===== config.mk =====
export PLATFORM = sky130hd
export DESIGN_NAME = rbcg_top
export DESIGN_NICKNAME = d
export VERILOG_FILES = /design/src/design/rbcg_pkg.sv /design/src/design/rbcg_clkdiv.sv /design/src/design/rbcg_top.sv
export SDC_FILE = /design/constraint.sdc
export NUM_CORES = 1
export LEC_CHECK = 0
export BUFFER_PORTS_ARGS = -buffer_cell sky130_fd_sc_hd__buf_2
export CAP_MARGIN = 20
export CORE_AREA = 2 2 121 112
export DETAILED_ROUTE_END_ITERATION = 6
export DIE_AREA = 0 0 123 114
export GPL_ROUTABILITY_DRIVEN = 0
export PLACE_DENSITY = 0.54
export SYNTH_ARGS = -nofsm -noshare
export SYNTH_HDL_FRONTEND = slang
export SYNTH_SLANG_ARGS = --single-unit

===== constraint.sdc =====
create_clock -name pclk -period 1.6 [get_ports pclk]
set_clock_uncertainty 0.05 [all_clocks]
set_input_delay 0.16 -clock pclk [delete_from_list [all_inputs] [get_ports pclk]]
set_output_delay 0.16 -clock pclk [all_outputs]
set_load 0.03 [all_outputs]

===== src/design/rbcg_pkg.sv =====
// package: constants for reset, boot mode and clock generation block
package rbcg_pkg;

  // register byte offsets
  localparam logic [7:0] OFF_WAKEUP = 8'h00;
  localparam logic [7:0] OFF_CLOCK = 8'h04;
  localparam logic [7:0] OFF_SYSCTL1 = 8'h08;
  localparam logic [7:0] OFF_UNLOCK = 8'h0c;
  localparam logic [7:0] OFF_STATUS = 8'h10;
  localparam logic [7:0] OFF_IRQ_STAT = 8'h14;
  localparam logic [7:0] OFF_IRQ_MASK = 8'h18;

  // field positions
  localparam int WK_BROWNOUT_BIT = 0;
  localparam int WK_BRN_EN_BIT = 1;
  localparam int CK_RELOAD_LSB = 0;
  localparam int CK_SLOW_BIT = 5;
  localparam int CK_KDIV_LSB = 6;
  localparam int SC_SWAP_BIT = 0;
  localparam int SC_BOOTEN_BIT = 1;

  // reset values
  localparam logic [8:0] CLOCK_RST = 9'h01f;
  localparam logic [1:0] WAKEUP_RST = 2'h2;
  localparam logic [1:0] SYSCTL1_RST = 2'h0;

  // unlock sequence bytes
  localparam logic [7:0] UNLOCK_KEY1 = 8'haa;
  localparam logic [7:0] UNLOCK_KEY2 = 8'h55;

  // brownout release hold in pll clocks
  localparam int BRN_RELEASE_CLKS = 4096;
  // brownout detect time in ns, figure not yet fixed
  localparam int BRN_DETECT_NS = 1000;
  localparam int CLK_PERIOD_NS = 4;
  localparam int BRN_DETECT_CLKS = (BRN_DETECT_NS + CLK_PERIOD_NS - 1) / CLK_PERIOD_NS;

  // vco multiplier
  localparam int VCO_MULT = 15;

  // irq event bits
  localparam int IRQ_BROWNOUT = 0;
  localparam int IRQ_MODE_SW = 1;
  localparam int IRQ_LOCK = 2;

  typedef enum logic [1:0] {
    MODE_NORMAL,
    MODE_BOOT,
    MODE_TEST,
    MODE_XRAM
  } rbcg_mode_t;

endpackage : rbcg_pkg


===== src/design/rbcg_clkdiv.sv =====
// module: slowdown divider producing a clock-enable pulse
`timescale 1ns/1ps
module rbcg_clkdiv #(
  parameter int W = 5
) (
  // clock and reset
  input wire logic pclk,
  input wire logic presetn,
  // control
  input wire logic [W-1:0] reload,
  // output tick
  output logic tick
);

  logic [W-1:0] cnt_ff;

  // divide by reload+1, from 1 to 32
  always_ff @(posedge pclk or negedge presetn)
  begin
    if (!presetn)
    begin
      cnt_ff <= '0;
    end
    else if (cnt_ff >= reload)
    begin
      cnt_ff <= '0;
    end
    else
    begin
      cnt_ff <= cnt_ff + 1'b1;
    end
  end

  assign tick = (cnt_ff >= reload);

endmodule : rbcg_clkdiv


===== src/design/rbcg_top.sv =====
// module: reset, boot mode select, brownout and clock divider control
// Behaviour
// - reset low active, hold until pll lock
// - reset rise: boot pin high normal, low bootstrap
// - transmit low with boot low gives test
// - software bootstrap: enable set, swap clear, unlock
// - brownout continuous for detect time resets
// - release brownout after 4096 locked clocks
// - brownout flag set, cleared by reset or write
// - ports tristate during brownout
// - slowdown divides by 1 to 32
// - slowdown selects divider output as clock
// - vco fifteen times oscillator, divided by k
// - k select code table
// - swap set selects xram modes
// - hardware reset aborts software mode change
//
// The APB interface to the registers and the register addresses were decided locally.
`timescale 1ns/1ps
module rbcg_top #(
  parameter int BRN_RELEASE = rbcg_pkg::BRN_RELEASE_CLKS,
  parameter int BRN_DETECT = rbcg_pkg::BRN_DETECT_CLKS
) (
  // apb clock and reset
  input wire logic pclk,
  input wire logic presetn,
  // apb slave
  input wire logic psel,
  input wire logic penable,
  input wire logic pwrite,
  input wire logic [7:0] paddr,
  input wire logic [31:0] pwdata,
  output logic [31:0] prdata,
  output logic pready,
  output logic pslverr,
  // pins and analog indications
  input wire logic reset_n_pin,
  input wire logic boot_select_pin,
  input wire logic txd_pin,
  input wire logic pll_lock,
  input wire logic core_supply_low,
  // outputs
  output logic core_reset_n,
  output logic port_tristate,
  output logic [1:0] chip_mode,
  output logic [4:0] k_factor,
  output logic sysclk_en,
  output logic slowdown_active,
  output logic irq
);

  ////////////////////////////////////////////////////////////////////////////
  // k factor lookup

  function automatic logic [4:0] kdiv_factor(input logic [2:0] code);
    case (code)
      3'h0: kdiv_factor = 5'h02;
      3'h1: kdiv_factor = 5'h10;
      3'h2: kdiv_factor = 5'h04;
      3'h3: kdiv_factor = 5'h05;
      3'h4: kdiv_factor = 5'h06;
      3'h5: kdiv_factor = 5'h08;
      3'h6: kdiv_factor = 5'h09;
      default: kdiv_factor = 5'h0a;
    endcase
  endfunction : kdiv_factor

  ////////////////////////////////////////////////////////////////////////////
  // pin reset synchroniser

  logic rst_s1_ff;
  logic rst_s2_ff;
  logic rst_prev_ff;
  logic rst_rise;

  // pin sampled synchronously, filtered through two stages
  always_ff @(posedge pclk or negedge presetn)
  begin
    if (!presetn)
    begin
      rst_s1_ff <= 1'b0;
      rst_s2_ff <= 1'b0;
      rst_prev_ff <= 1'b0;
    end
    else
    begin
      rst_s1_ff <= reset_n_pin;
      rst_s2_ff <= rst_s1_ff;
      rst_prev_ff <= rst_s2_ff;
    end
  end

  assign rst_rise = rst_s2_ff && !rst_prev_ff;

  ////////////////////////////////////////////////////////////////////////////
  // brownout detection and release

  logic [15:0] brn_cnt_ff;
  logic brn_active_ff;
  logic [15:0] lock_cnt_ff;
  logic brn_event;
  logic brn_en_ff;

  assign brn_event = rst_s2_ff && core_supply_low && brn_en_ff
                     && (brn_cnt_ff == 16'(BRN_DETECT - 1)) && !brn_active_ff;

  // detection time counter while reset pin high
  always_ff @(posedge pclk or negedge presetn)
  begin
    if (!presetn)
    begin
      brn_cnt_ff <= '0;
    end
    else if (!rst_s2_ff || !core_supply_low)
    begin
      brn_cnt_ff <= '0;
    end
    else if (brn_cnt_ff != 16'(BRN_DETECT - 1))
    begin
      brn_cnt_ff <= brn_cnt_ff + 16'h0001;
    end
  end

  // brownout reset state
  always_ff @(posedge pclk or negedge presetn)
  begin
    if (!presetn)
    begin
      brn_active_ff <= 1'b0;
    end
    else if (!rst_s2_ff)
    begin
      brn_active_ff <= 1'b0;
    end
    else if (brn_event)
    begin
      brn_active_ff <= 1'b1;
    end
    else if (!core_supply_low && pll_lock && lock_cnt_ff == 16'(BRN_RELEASE - 1))
    begin
      brn_active_ff <= 1'b0;
    end
  end

  // locked clock count after supply recovery
  always_ff @(posedge pclk or negedge presetn)
  begin
    if (!presetn)
    begin
      lock_cnt_ff <= '0;
    end
    else if (!brn_active_ff || core_supply_low || !pll_lock)
    begin
      lock_cnt_ff <= '0;
    end
    else
    begin
      lock_cnt_ff <= lock_cnt_ff + 16'h0001;
    end
  end

  assign port_tristate = brn_active_ff;

  ////////////////////////////////////////////////////////////////////////////
  // core reset, synchronous release

  logic core_rst_n_ff;

  always_ff @(posedge pclk or negedge presetn)
  begin
    if (!presetn)
    begin
      core_rst_n_ff <= 1'b0;
    end
    else
    begin
      core_rst_n_ff <= rst_s2_ff && pll_lock && !brn_active_ff;
    end
  end

  assign core_reset_n = core_rst_n_ff;

  ////////////////////////////////////////////////////////////////////////////
  // registers

  logic wr_en;
  logic rd_en;
  logic [8:0] clock_ff;
  logic brn_flag_ff;
  logic [1:0] sysctl1_ff;
  logic [1:0] unlock_st_ff;
  logic [2:0] irq_stat_ff;
  logic [2:0] irq_mask_ff;
  logic sw_unlock;
  logic lock_prev_ff;
  rbcg_pkg::rbcg_mode_t mode_ff;

  assign wr_en = psel && penable && pwrite;
  assign rd_en = psel && penable && !pwrite;
  assign pready = 1'b1;
  assign pslverr = 1'b0;
  assign sw_unlock = wr_en && paddr == rbcg_pkg::OFF_UNLOCK
                     && unlock_st_ff == 2'h1 && pwdata[7:0] == rbcg_pkg::UNLOCK_KEY2;

  // clock control and system control 1
  always_ff @(posedge pclk or negedge presetn)
  begin
    if (!presetn)
    begin
      clock_ff <= rbcg_pkg::CLOCK_RST;
      sysctl1_ff <= rbcg_pkg::SYSCTL1_RST;
      brn_en_ff <= rbcg_pkg::WAKEUP_RST[rbcg_pkg::WK_BRN_EN_BIT];
    end
    else if (wr_en && paddr == rbcg_pkg::OFF_CLOCK)
    begin
      clock_ff <= pwdata[8:0];
    end
    else if (wr_en && paddr == rbcg_pkg::OFF_SYSCTL1)
    begin
      sysctl1_ff <= pwdata[1:0];
    end
    else if (wr_en && paddr == rbcg_pkg::OFF_WAKEUP)
    begin
      brn_en_ff <= pwdata[rbcg_pkg::WK_BRN_EN_BIT];
    end
  end

  // brownout flag, set wins over clear
  always_ff @(posedge pclk or negedge presetn)
  begin
    if (!presetn)
    begin
      brn_flag_ff <= 1'b0;
    end
    else if (brn_event)
    begin
      brn_flag_ff <= 1'b1;
    end
    else if (wr_en && paddr == rbcg_pkg::OFF_WAKEUP && !pwdata[rbcg_pkg::WK_BROWNOUT_BIT])
    begin
      brn_flag_ff <= 1'b0;
    end
  end

  // unlock sequence tracker, aborted by pin reset
  always_ff @(posedge pclk or negedge presetn)
  begin
    if (!presetn)
    begin
      unlock_st_ff <= 2'h0;
    end
    else if (!rst_s2_ff)
    begin
      unlock_st_ff <= 2'h0;
    end
    else if (wr_en && paddr == rbcg_pkg::OFF_UNLOCK)
    begin
      unlock_st_ff <= (pwdata[7:0] == rbcg_pkg::UNLOCK_KEY1) ? 2'h1 : 2'h0;
    end
    else if (wr_en)
    begin
      unlock_st_ff <= 2'h0;
    end
  end

  // chip mode
  always_ff @(posedge pclk or negedge presetn)
  begin
    if (!presetn)
    begin
      mode_ff <= rbcg_pkg::MODE_NORMAL;
    end
    else if (rst_rise)
    begin
      if (boot_select_pin)
      begin
        mode_ff <= rbcg_pkg::MODE_NORMAL;
      end
      else if (!txd_pin)
      begin
        mode_ff <= rbcg_pkg::MODE_TEST;
      end
      else
      begin
        mode_ff <= rbcg_pkg::MODE_BOOT;
      end
    end
    else if (sw_unlock && rst_s2_ff)
    begin
      case (sysctl1_ff)
        2'h0: mode_ff <= rbcg_pkg::MODE_NORMAL;
        2'h2: mode_ff <= rbcg_pkg::MODE_BOOT;
        2'h1: mode_ff <= rbcg_pkg::MODE_XRAM;
        default: mode_ff <= rbcg_pkg::MODE_XRAM;
      endcase
    end
  end

  assign chip_mode = mode_ff;

  // interrupt status, read clears, set wins
  logic [2:0] irq_set;
  assign irq_set = {pll_lock && !lock_prev_ff, sw_unlock, brn_event};

  always_ff @(posedge pclk or negedge presetn)
  begin
    if (!presetn)
    begin
      irq_stat_ff <= '0;
      irq_mask_ff <= '0;
      lock_prev_ff <= 1'b0;
    end
    else
    begin
      lock_prev_ff <= pll_lock;
      if (rd_en && paddr == rbcg_pkg::OFF_IRQ_STAT)
      begin
        irq_stat_ff <= irq_set;
      end
      else
      begin
        irq_stat_ff <= irq_stat_ff | irq_set;
      end
      if (wr_en && paddr == rbcg_pkg::OFF_IRQ_MASK)
      begin
        irq_mask_ff <= pwdata[2:0];
      end
    end
  end

  assign irq = |(irq_stat_ff & irq_mask_ff);

  // read data
  always_comb
  begin
    prdata = 32'h0;
    case (paddr)
      rbcg_pkg::OFF_WAKEUP: prdata = {30'h0, brn_en_ff, brn_flag_ff};
      rbcg_pkg::OFF_CLOCK: prdata = {23'h0, clock_ff};
      rbcg_pkg::OFF_SYSCTL1: prdata = {30'h0, sysctl1_ff};
      rbcg_pkg::OFF_STATUS: prdata = {24'h0, 1'b0, k_factor, chip_mode};
      rbcg_pkg::OFF_IRQ_STAT: prdata = {29'h0, irq_stat_ff};
      rbcg_pkg::OFF_IRQ_MASK: prdata = {29'h0, irq_mask_ff};
      default: prdata = 32'h0;
    endcase
  end

  ////////////////////////////////////////////////////////////////////////////
  // clock selection

  logic slow_tick;
  logic [4:0] k_ff;

  always_ff @(posedge pclk or negedge presetn)
  begin
    if (!presetn)
    begin
      k_ff <= 5'h02;
    end
    else
    begin
      k_ff <= kdiv_factor(clock_ff[8:6]);
    end
  end

  assign k_factor = k_ff;

  rbcg_clkdiv #(
    .W(5)
  ) u_slowdiv (
    .pclk(pclk),
    .presetn(presetn),
    .reload(clock_ff[4:0]),
    .tick(slow_tick)
  );

  assign slowdown_active = clock_ff[rbcg_pkg::CK_SLOW_BIT];
  assign sysclk_en = slowdown_active ? slow_tick : 1'b1;

  ////////////////////////////////////////////////////////////////////////////
  // checks

  brn_release_a: assert property (@(posedge pclk) disable iff (!presetn)
    $fell(brn_active_ff) && rst_s2_ff |-> $past(lock_cnt_ff) == 16'(BRN_RELEASE - 1))
    else $error("brownout released early");

  core_hold_a: assert property (@(posedge pclk) disable iff (!presetn)
    !pll_lock |=> !core_reset_n)
    else $error("core left reset without lock");

  tristate_a: assert property (@(posedge pclk) disable iff (!presetn)
    brn_event |=> port_tristate ##1 !core_reset_n)
    else $error("ports driven in brownout");

  brn_flag_a: assert property (@(posedge pclk) disable iff (!presetn)
    brn_event |=> brn_flag_ff)
    else $error("brownout flag not set");

  boot_mode_a: assert property (@(posedge pclk) disable iff (!presetn)
    rst_rise && !boot_select_pin && txd_pin |=> chip_mode == rbcg_pkg::MODE_BOOT)
    else $error("bootstrap mode not entered");

  test_mode_a: assert property (@(posedge pclk) disable iff (!presetn)
    rst_rise && !boot_select_pin && !txd_pin |=> chip_mode == rbcg_pkg::MODE_TEST)
    else $error("test mode not entered");

  slow_clk_a: assert property (@(posedge pclk) disable iff (!presetn)
    !slowdown_active |-> sysclk_en)
    else $error("pll clock not selected");

  unlock_abort_a: assert property (@(posedge pclk) disable iff (!presetn)
    !rst_s2_ff |=> unlock_st_ff == 2'h0)
    else $error("unlock survived reset");

endmodule : rbcg_top


* Word-level counts from Yosys, hierarchy flattened
Index checks and enable logic that the tools add are counted.
** Word-level totals
- Flip-flop bits (word level) :: 71
- Input port bits :: 50
- Logic and storage cells :: 112
** Cells by class
- Add/sub/neg operators :: 3
- Muxes and demuxes :: 22
- Reductions and logical operators :: 43
- Bitwise gates (word level) :: 4
- Equal/unequal tests :: 21
- $lt $le $gt $ge :: 1
** Operators with widths (count)
- $pmux W9 S6 :: 1
- $mux W16 :: 3
- $pmux W5 S7 :: 1
- $add A16 B1 Y16 const B :: 2
- $eq A8 B5 Y1 const B :: 3
- $logic_and A1 B1 Y1 :: 23
- $eq A16 B12 Y1 const B :: 1
- $eq A16 B8 Y1 const B :: 1
- $eq A8 B4 Y1 const B :: 2
- $ne A16 B8 Y1 const B :: 1
- $mux W2 :: 7
- $eq A3 B3 Y1 const B :: 3
- $eq A8 B3 Y1 const B :: 1
- $eq A8 B7 Y1 const B :: 1
- $eq A8 B8 Y1 const B :: 1
- $logic_not A1 Y1 :: 8
- $logic_not A8 Y1 :: 1
- $mux W1 :: 7
- $eq A3 B2 Y1 const B :: 2
- $ne A3 B1 Y1 const B :: 2
- $reduce_bool A2 Y1 :: 3
- $add A5 B1 Y5 const B :: 1
- $ge A5 B5 Y1 :: 1
- $mux W5 :: 1
- 14 further kinds :: 17

* Longest topological paths before layout
Gate-level depths: netlist of the first run.
- Word-level depth :: 8
- Mapped depth :: 6

* Cells and area by module
From an unflattened synthesis of the first run, not the netlist that was laid out.
** Unflattened totals
- Cells, all modules :: 361
- Area total of the unflattened synthesis :: 3707.3 µm²
** By module, submodules not included
- rbcg_top :: instances 1, cells an instance 328, area each 3364.5 µm²
- rbcg_clkdiv :: instances 1, cells an instance 33, area each 342.8 µm²

* Least setup slack after synthesis of the first run
Ideal clock, no wire load.
- Kind :: register to output
- Start point :: register clock_ff[0]
- End point :: output sysclk_en
- Path slack :: -322 ps
- Arrival time :: 1712 ps
- Cell stages (with the launch flop) :: 6
- Buffers on the path :: 0
- Cells stage by stage :: dfstp_2 > ha_1 > nand2b_1 > a21o_1 > a21o_1 > a311o_1
** On the way
- Cells in the longest elaborated chain, start to end :: 2
** RTL lines
- start: declaration :: RTL line rbcg_top.sv:188 : logic [8:0] clock_ff;
- start signal: assignment :: RTL line rbcg_top.sv:210 : clock_ff <= rbcg_pkg::CLOCK_RST;
- start signal: assignment :: RTL line rbcg_top.sv:216 : clock_ff <= pwdata[8:0];
- $ge A5 B5 Y1 :: RTL line rbcg_clkdiv.sv:34 : assign tick = (cnt_ff >= reload);
- $mux W1 :: RTL line rbcg_top.sv:378 : assign sysclk_en = slowdown_active ? slow_tick : 1'b1;
- end: declaration :: RTL line rbcg_top.sv:47 : output logic sysclk_en,
No other way between the ends.

* Worst setup path in the final report of the first run
Same ends and word-level chain as after synthesis.

==> results of run 1 <==
[synthesized netlist by cell type (all sizes together) (10+ instances only)]
| master | instances | area [um^2] |
|---|---|---|
| nand2 | 21 | 78.83 |
| nand3 | 20 | 100.1 |
| dfrtp | 63 | 1577 |
| xor2 | 14 | 122.6 |
| xnor2 | 11 | 96.34 |
| or3 | 12 | 85.08 |
| buf | 28 | 207.7 |
| inv | 15 | 56.30 |
| mux2 | 20 | 225.2 |
| o21ai | 10 | 50.05 |
| nor2 | 29 | 108.9 |
[report_power, final]
part / total (uW) / internal, uW / switching [uW]
Combinational: 428 / 159 / 269
Sequential: 1830 / 1800 / 24.4
Clock: 2110 / 1400 / 711
[stage by stage]
step / worst slack [ns] / util / std cells / setup TNS (ns)
2_1_floorplan: -0.2482 / - / 384 / -2.000
3_3_place_gp: -0.3460 / 0.3557 / 628 / -5.963
3_5_place_dp: -0.3455 / 0.3557 / 628 / -6.620
4_1_cts: -0.5791 / 0.4015 / 654 / -2.624
5_1_grt: -0.6317 / 0.4115 / 655 / -3.318
6_report: -0.5868 / 0.4115 / 655 / -2.209
[routing by layer]
| layer | part of all wire | track usage | vias up |
|---|---|---|---|
| li1 | - | - | 1491 |
| met1 | 0.46 | 0.1724 | 1507 |
| met2 | 0.48 | 0.2192 | 67 |
| met3 | 0.037 | 0.02300 | 14 |
| met4 | 0.024 | 0.06667 | 0 |
| met5 | 0 | 0 | - |
[registers in the layout (all words and copies together), names as in the netlist, 2 cells and up]
register	flops
irq_mask_ff	3
k_factor	5
u_slowdiv.cnt_ff	5
lock_cnt_ff	16
brn_cnt_ff	16
irq_stat_ff	3
clock_ff	9
sysctl1_ff	2
chip_mode	2
[kinds of logic (layout without fill, tap and decap cells)]
kind of cell | Yosys count | after routing | share of synthesized area
AOI/OAI and AO/OA | 45 | 45 | 0.08267
xor gates and xnor gates | 25 | 25 | 0.05833
adders and majority gates | 9 | 9 | 0.03000
buffers and inverters | 49 | 152 | 0.07633
DFF | 70 | 70 | 0.4690
muxes | 23 | 23 | 0.07133
other | 2 | 25 | 0.002001
and+or+nand+nor | 138 | 138 | 0.2103
[worst max-delay path, cell delays in order, from the launching register on]
cell and delay (ns):
sky130_fd_sc_hd__dfstp_2 0.55, sky130_fd_sc_hd__ha_4 0.20, sky130_fd_sc_hd__nand2b_4 0.13, sky130_fd_sc_hd__a21o_1 0.14, sky130_fd_sc_hd__a21o_1 0.16, sky130_fd_sc_hd__a311o_2 0.32
sky130_fd_sc_hd__buf_6 0.14
[timing repair]
| item | CTS | global route |
|---|---|---|
| hold endpoints to repair | 65 | 0 |
| hold buffers | 3 | 0 |
| setup endpoints to repair | 19 | 28 |
| buffers inserted | 7 | 2 |
| gates resized for setup | 42 | 29 |
| pin swaps | 21 | 14 |
| gates cloned | 0 | 0 |
[cell type report]
type / instances / area, um^2 / share of cell area
clock buffer: 12 / 246.5 / 0.04639
clock inverter: 4 / 70.07 / 0.01319
inverter: 15 / 56.30 / 0.01060
multi-input combinational: 265 / 2057 / 0.3871
sequential: 70 / 1764 / 0.3320
tap: 168 / 210.2 / 0.03956
timing repair buffer: 121 / 909.6 / 0.1712
[worst paths after layout]
kind	start	endpoint	slack (ns)	cells after the start
max	clock_ff[0]	sysclk_en	-0.59	6
min	pwdata[8]	clock_ff[8]	0.03	2
max reg2reg	clock_ff[0]	u_slowdiv.cnt_ff[2]	-0.13	6
min reg2reg	rst_s1_ff	rst_s2_ff	0.31	0
max in group asynchronous	presetn	k_factor[1]	0.81	3
min in group asynchronous	presetn	lock_cnt_ff[0]	0.32	3
==> results by group, run 1 <==
Run status
  • Status: finished, violations left
  • Violated checks: setup timing

Synthesis
  • Async S/R FF share, synth: 1.000
  • Main synth FF type: sky130_fd_sc_hd__dfrtp_1
  • Combined area of all synthesized cells: around 3800 um^2
  • Number of enable flip-flop cells after synthesis: 0
  • Gate count after technology mapping: 361
  • FF+latch count, synth: 70
  • Seq/Total Area, Yosys: 0.4690
  • Yosys cell types: 54
  • Ys Warns: 0
  • Mean Syn Cell Area: roughly 10 um^2

Cells and area
  • N_diodes: 0
  • Fill cells: about 1200
  • Net total in the final layout: 541
  • Commonest non-fill, non-tap cell in the layout: sky130_fd_sc_hd__buf_4
  • Finished layout cell area: around 5300 um^2
  • Most frequent cells in the layout: sky130_fd_sc_hd__buf_4, sky130_fd_sc_hd__dfrtp_1, sky130_fd_sc_hd__buf_2, sky130_fd_sc_hd__nor2_1, sky130_fd_sc_hd__conb_1
  • Ratio of cells with drive above 1 in the final layout: 0.4189
  • P&R area growth vs syn: 41.57%

Routing
  • Final antenna-violating net count: 0
  • Routed vias: roughly 3100
  • Residual DRC: 0
  • Avg Vias per Cell: 4.701
  • Final wirelength: slightly below 9000 um
  • Average detailed-routed wire length per instance: about 14 um
  • Detailed Routing Iterations Pass 1: 4
  • Detailed Route Iter0 Violations: 170

Clock tree
  • Count of clock tree sinks: 70
  • TritonCTS clock tree: yes
  • Clock latency of the later-clocked register in the worst-skew pair: roughly 0.33 ns
  • Clock transition at the registers of the reported paths: 0.05 ns
  • Buffer type at the clock tree root: sky130_fd_sc_hd__clkbuf_16
  • Clock Path Buffers: 2
  • CTS buffer count: 9
  • Level count of the clock H-tree: 3

STA
  • Number of pins with negative max-slew slack in the final report: 0
  • Worst hold slack across all endpoints: between 0.03 and 0.04 ns
  • Minimum setup slack in the final design: -0.5868 ns
  • Setup repair after global routing missed its margin: true
  • Tmin final: between 2 and 2.5 ns
  • Share of the cycle needed by the critical path after routing: 1.367
  • Timing-limited maximum frequency: between 400 and 500 MHz
  • Final Hold Fails: 0
  • Setup-violating endpoint count in the final report: 16

Pwr
  • Total Power Consumption: about 4400 uW
  • Reported leakage power: around 0.0024 uW
  • Pwr dens: between 800 and 900 nW/um^2
  • Peak supply drop: 500.8 uV

Floorplan
  • Core box area: 12910 um^2
  • Number of placement rows: 40
  • Die Footprint: about 14000 um^2
  • Number of I/O pins: 96
  • Die height: between 100 and 150 um
  • X dimension of the die: approximately 120 um
  • Starting Density: 0.2907

Worst hold path
  • Class of the tightest hold or removal check: input pin to flop

Placement
  • Placed standard-cell area: 4593 um^2
  • Port Buffers: between 40 and 50
  • Detailed placement HPWL: around 6400 um

Critical path
  • CP startpoint kind: flop
  • Arr. time, crit path: slightly below 2 ns
  • Critical path class: flop to output pin
  • Required time worst endpoint: 1.39 ns
  • Maximum fanout along the worst path: 2
  • Nature of the critical path endpoint: output pin

Run
  • Max-cap violations: 0

Global routing
  • Total congestion overflow after global routing: 0
  • Total Routing Usage GR: 0.1346
  • Wire length of the first global-routing pass: 14680 um
  • Maximum number of pins on one net before global-route repair: 71
  • Initial antenna violation count: 0
  • Vias in the first global route: between 3000 and 4000
Power figures use the tool's default switching activity.
==> inputs of run 2 (changes only) <==
--- a/config.mk
+++ b/config.mk
@@ -7,9 +7,9 @@
 export LEC_CHECK = 0
 export BUFFER_PORTS_ARGS = -buffer_cell sky130_fd_sc_hd__buf_2
 export CAP_MARGIN = 20
-export CORE_AREA = 2 2 121 112
+export CORE_AREA = 2 2 83 164
 export DETAILED_ROUTE_END_ITERATION = 6
-export DIE_AREA = 0 0 123 114
+export DIE_AREA = 0 0 85 166
 export GPL_ROUTABILITY_DRIVEN = 0
 export PLACE_DENSITY = 0.54
 export SYNTH_ARGS = -nofsm -noshare
==> run 2 against run 1 <==
Compared with the run above:
- the run still ends with setup timing left
- non-clock buffer count up 7
- wire length is 6.9% higher
- global-route usage is 0.51 points higher
- final cell count decreased by 1.4%
- clock power shrank 6%
- clock-buffer cell count is 3 lower
- combinational power barely moved
- worst hold slack got worse by 0.018 ns
- total power is 3.0% lower
==> results by group, run 2 (same netlist as run 1, synthesis figures left out) <==
Pwr
  • Pwr dens: 796.8 nW/um^2 (was 822.0 nW/um^2)
  • Reported leakage power: 0.002400 uW (was 0.002376 uW)
  • Peak supply drop: 523.9 uV (was 500.8 uV)

Critical path
  • Nature of the critical path endpoint: output pin (unchanged)
  • CP startpoint kind: flop (unchanged)
  • Most numerous cell on the critical path: sky130_fd_sc_hd__a21o_1 (unchanged)
  • FF-to-FF End: u_slowdiv.cnt_ff[3] (was u_slowdiv.cnt_ff[2])
  • CP peak stage delay: 0.55 ns (about the same)
  • Critical path class: flop to output pin (unchanged)
  • Critical-path top delay cell: sky130_fd_sc_hd__dfstp_2 (unchanged)
  • Reg2reg start: clock_ff[0] (unchanged)
  • Maximum fanout along the worst path: 2 (unchanged)
  • Required time worst endpoint: 1.39 ns (about the same)
  • Worst setup slack for register-to-register paths: -0.22 ns (was -0.13 ns)
  • Cell breakdown of the critical path: ha_4 -> nand2b_4 -> a21o_1 -> a21o_1 -> a311o_2 -> buf_6 (unchanged)
  • Arr. time, crit path: 2.00 ns (was 1.98 ns)
  • Register-to-Register Path Depth: 7 (was 6)

STA
  • Setup-violating endpoint count in the final report: 15 (was 16)
  • Final Hold Fails: 0 (unchanged)
  • Minimum setup slack in the final design: -0.6105 ns (was -0.5868 ns)
  • Setup repair after global routing missed its margin: true (unchanged)
  • Share of the cycle needed by the critical path after routing: 1.382 (was 1.367)
  • Timing-limited maximum frequency: 452.4 MHz (was 457.3 MHz)
  • Setup_tns: -2.703 ns (was -2.209 ns)
  • Worst hold slack across all endpoints: 0.01499 ns (was 0.03280 ns)
  • Tmin final: 2.210 ns (was 2.187 ns)
  • Number of pins with negative max-slew slack in the final report: 0 (unchanged)

Clock tree
  • CTS buffer count: 9 (unchanged)
  • Clock transition at the registers of the reported paths: 0.06 ns (was 0.05 ns)
  • Count of clock tree sinks: 70 (unchanged)
  • Clock Path Buffers: 2 (unchanged)
  • TritonCTS clock tree: yes (unchanged)
  • Clock latency of the later-clocked register in the worst-skew pair: 0.33 ns (about the same)
  • Level count of the clock H-tree: 3 (unchanged)
  • Buffer type at the clock tree root: sky130_fd_sc_hd__clkbuf_16 (unchanged)

Cells and area
  • N_diodes: 0 (unchanged)
  • FF+latch area: 1762 um^2 (was 1764 um^2)
  • Fin util: 0.4115 (about the same)
  • P&R area growth vs syn: 41.63% (was 41.57%)
  • Ratio of cells with drive above 1 in the final layout: 0.4312 (was 0.4189)
  • Multi-input logic area: 2043 um^2 (was 2057 um^2)
  • Largest registers ranked by flip-flop count: brn_cnt_ff (16), lock_cnt_ff (16), clock_ff (9) (unchanged)
  • Net total in the final layout: 548 (was 541)
  • Most frequent cells in the layout: sky130_fd_sc_hd__buf_4, sky130_fd_sc_hd__dfrtp_1, sky130_fd_sc_hd__buf_2, sky130_fd_sc_hd__nor2_1, sky130_fd_sc_hd__conb_1 (unchanged)
  • Fill cells: 1244 (was 1238)
  • Commonest non-fill, non-tap cell in the layout: sky130_fd_sc_hd__buf_4 (unchanged)

Global routing
  • Total Routing Usage GR: 0.1398 (was 0.1346)
  • Vias in the first global route: 3370 (was 3044)
  • Total congestion overflow after global routing: 0 (unchanged)
  • Initial antenna violation count: 0 (unchanged)
  • Wire length of the first global-routing pass: 15840 um (was 14680 um)
  • Maximum number of pins on one net before global-route repair: 31 (was 71)

Placement
  • Detailed placement HPWL: 7176 um (was 6417 um)
  • Port Buffers: 47 (unchanged)

Run status
  • Violated checks: setup timing (unchanged)
  • Status: finished, violations left (unchanged)

Floorplan
  • Number of I/O pins: 96 (unchanged)
  • Die height: 166 um (was 114 um)
  • Core box area: 12920 um^2 (was 12910 um^2)
  • Starting Density: 0.2906 (was 0.2907)
  • X dimension of the die: 85 um (was 123 um)
  • Die Footprint: 14110 um^2 (was 14020 um^2)
  • Number of placement rows: 59 (was 40)

Routing
  • Final wirelength: 9558 um (was 8944 um)
  • Final antenna-violating net count: 0 (unchanged)
  • Average detailed-routed wire length per instance: 14.80 um (was 13.65 um)
  • Routed vias: 3158 (was 3079)
  • Residual DRC: 0 (unchanged)
  • Detailed Route Iter0 Violations: 69 (was 170)
  • Detailed Routing Iterations Pass 1: 4 (unchanged)
  • Avg Vias per Cell: 4.889 (was 4.701)

Run
  • Max-cap violations: 0 (unchanged)

Worst hold path
  • Source of the worst hold timing path: pwdata[8] (unchanged)
  • Worst hold path stage count: 2 (unchanged)
  • Class of the tightest hold or removal check: input pin to flop (unchanged)
  • Capture endpoint of the worst hold path: clock_ff[8] (unchanged)
==> run 2: cell types whose count changed in the layout (fill, tap and decap cells not counted), sizes merged <==
cell      previous run  this run
buf                118       125
clkbuf              12         9
clkinvlp             0         3
bufinv               2         1
clkinv               2         3
==> run 2: cell type report <==
cell class	instances	share of cell area
Tap cell	152	0.03577
Sequential cell	70	0.3314
Clock inverter	7	0.01412
Clock buffer	9	0.04236
Multi-Input combinational cell	265	0.3843
Inverter	15	0.01059
Timing Repair Buffer	128	0.1815
==> run 2: repair_timing <==
item | 4_1_cts | 5_1_grt
hold buffers | 3 | 0
gates resized for setup | 44 | 19
hold endpoints to repair | 14 | 0
endpoints found under the setup margin | 24 | 26
pin swaps | 20 | 11
setup buffers | 4 | 8
==> run 2: per-layer routing <==
metal  part of all wire  track usage
met5                  0            0
met4              0.024      0.06142
met3              0.041      0.02883
met2               0.57       0.2622
met1               0.37       0.1444
==> run 2: critical path, delay by kind of cell (launching register included) <==
| family | cells | cell delay [ns] |
|---|---|---|
| AO/OA/AOI/OAI | 3 | 0.65 |
| AND/OR/NAND/NOR | 1 | 0.13 |
| buffers and inverters | 1 | 0.14 |
| adder cells (fa/ha/maj) | 1 | 0.19 |
| flip-flops | 1 | 0.55 |
==> run 2: where the power goes <==
part           switching [uW]  total [uW]  internal (uW)
Clock                     772        1980           1210
Combinational             265         426            161
Sequential               29.2        1830           1800
==> run 2: how the worst max path moves through the flow <==
stage,start,end,depth (start not counted)
2_1_floorplan,clock_ff[0],sysclk_en,5
3_3_place_gp,clock_ff[0],sysclk_en,6
6_report,clock_ff[0],sysclk_en,6
4_1_cts,clock_ff[0],sysclk_en,6
5_1_grt,clock_ff[0],sysclk_en,6
3_5_place_dp,clock_ff[0],sysclk_en,6
==> run 2: per-stage QoR <==
step                cell area (um^2)  setup slack (ns)  power, uW  std cells
detailed placement              4616           -0.3127       2249        616
CTS                             5172           -0.6023       4296        638
finish                          5316           -0.6105       4236        646
floorplan                       3892           -0.2482       2100        384
global placement                4616           -0.3019       2245        616
global route                    5316           -0.6786       4413        646
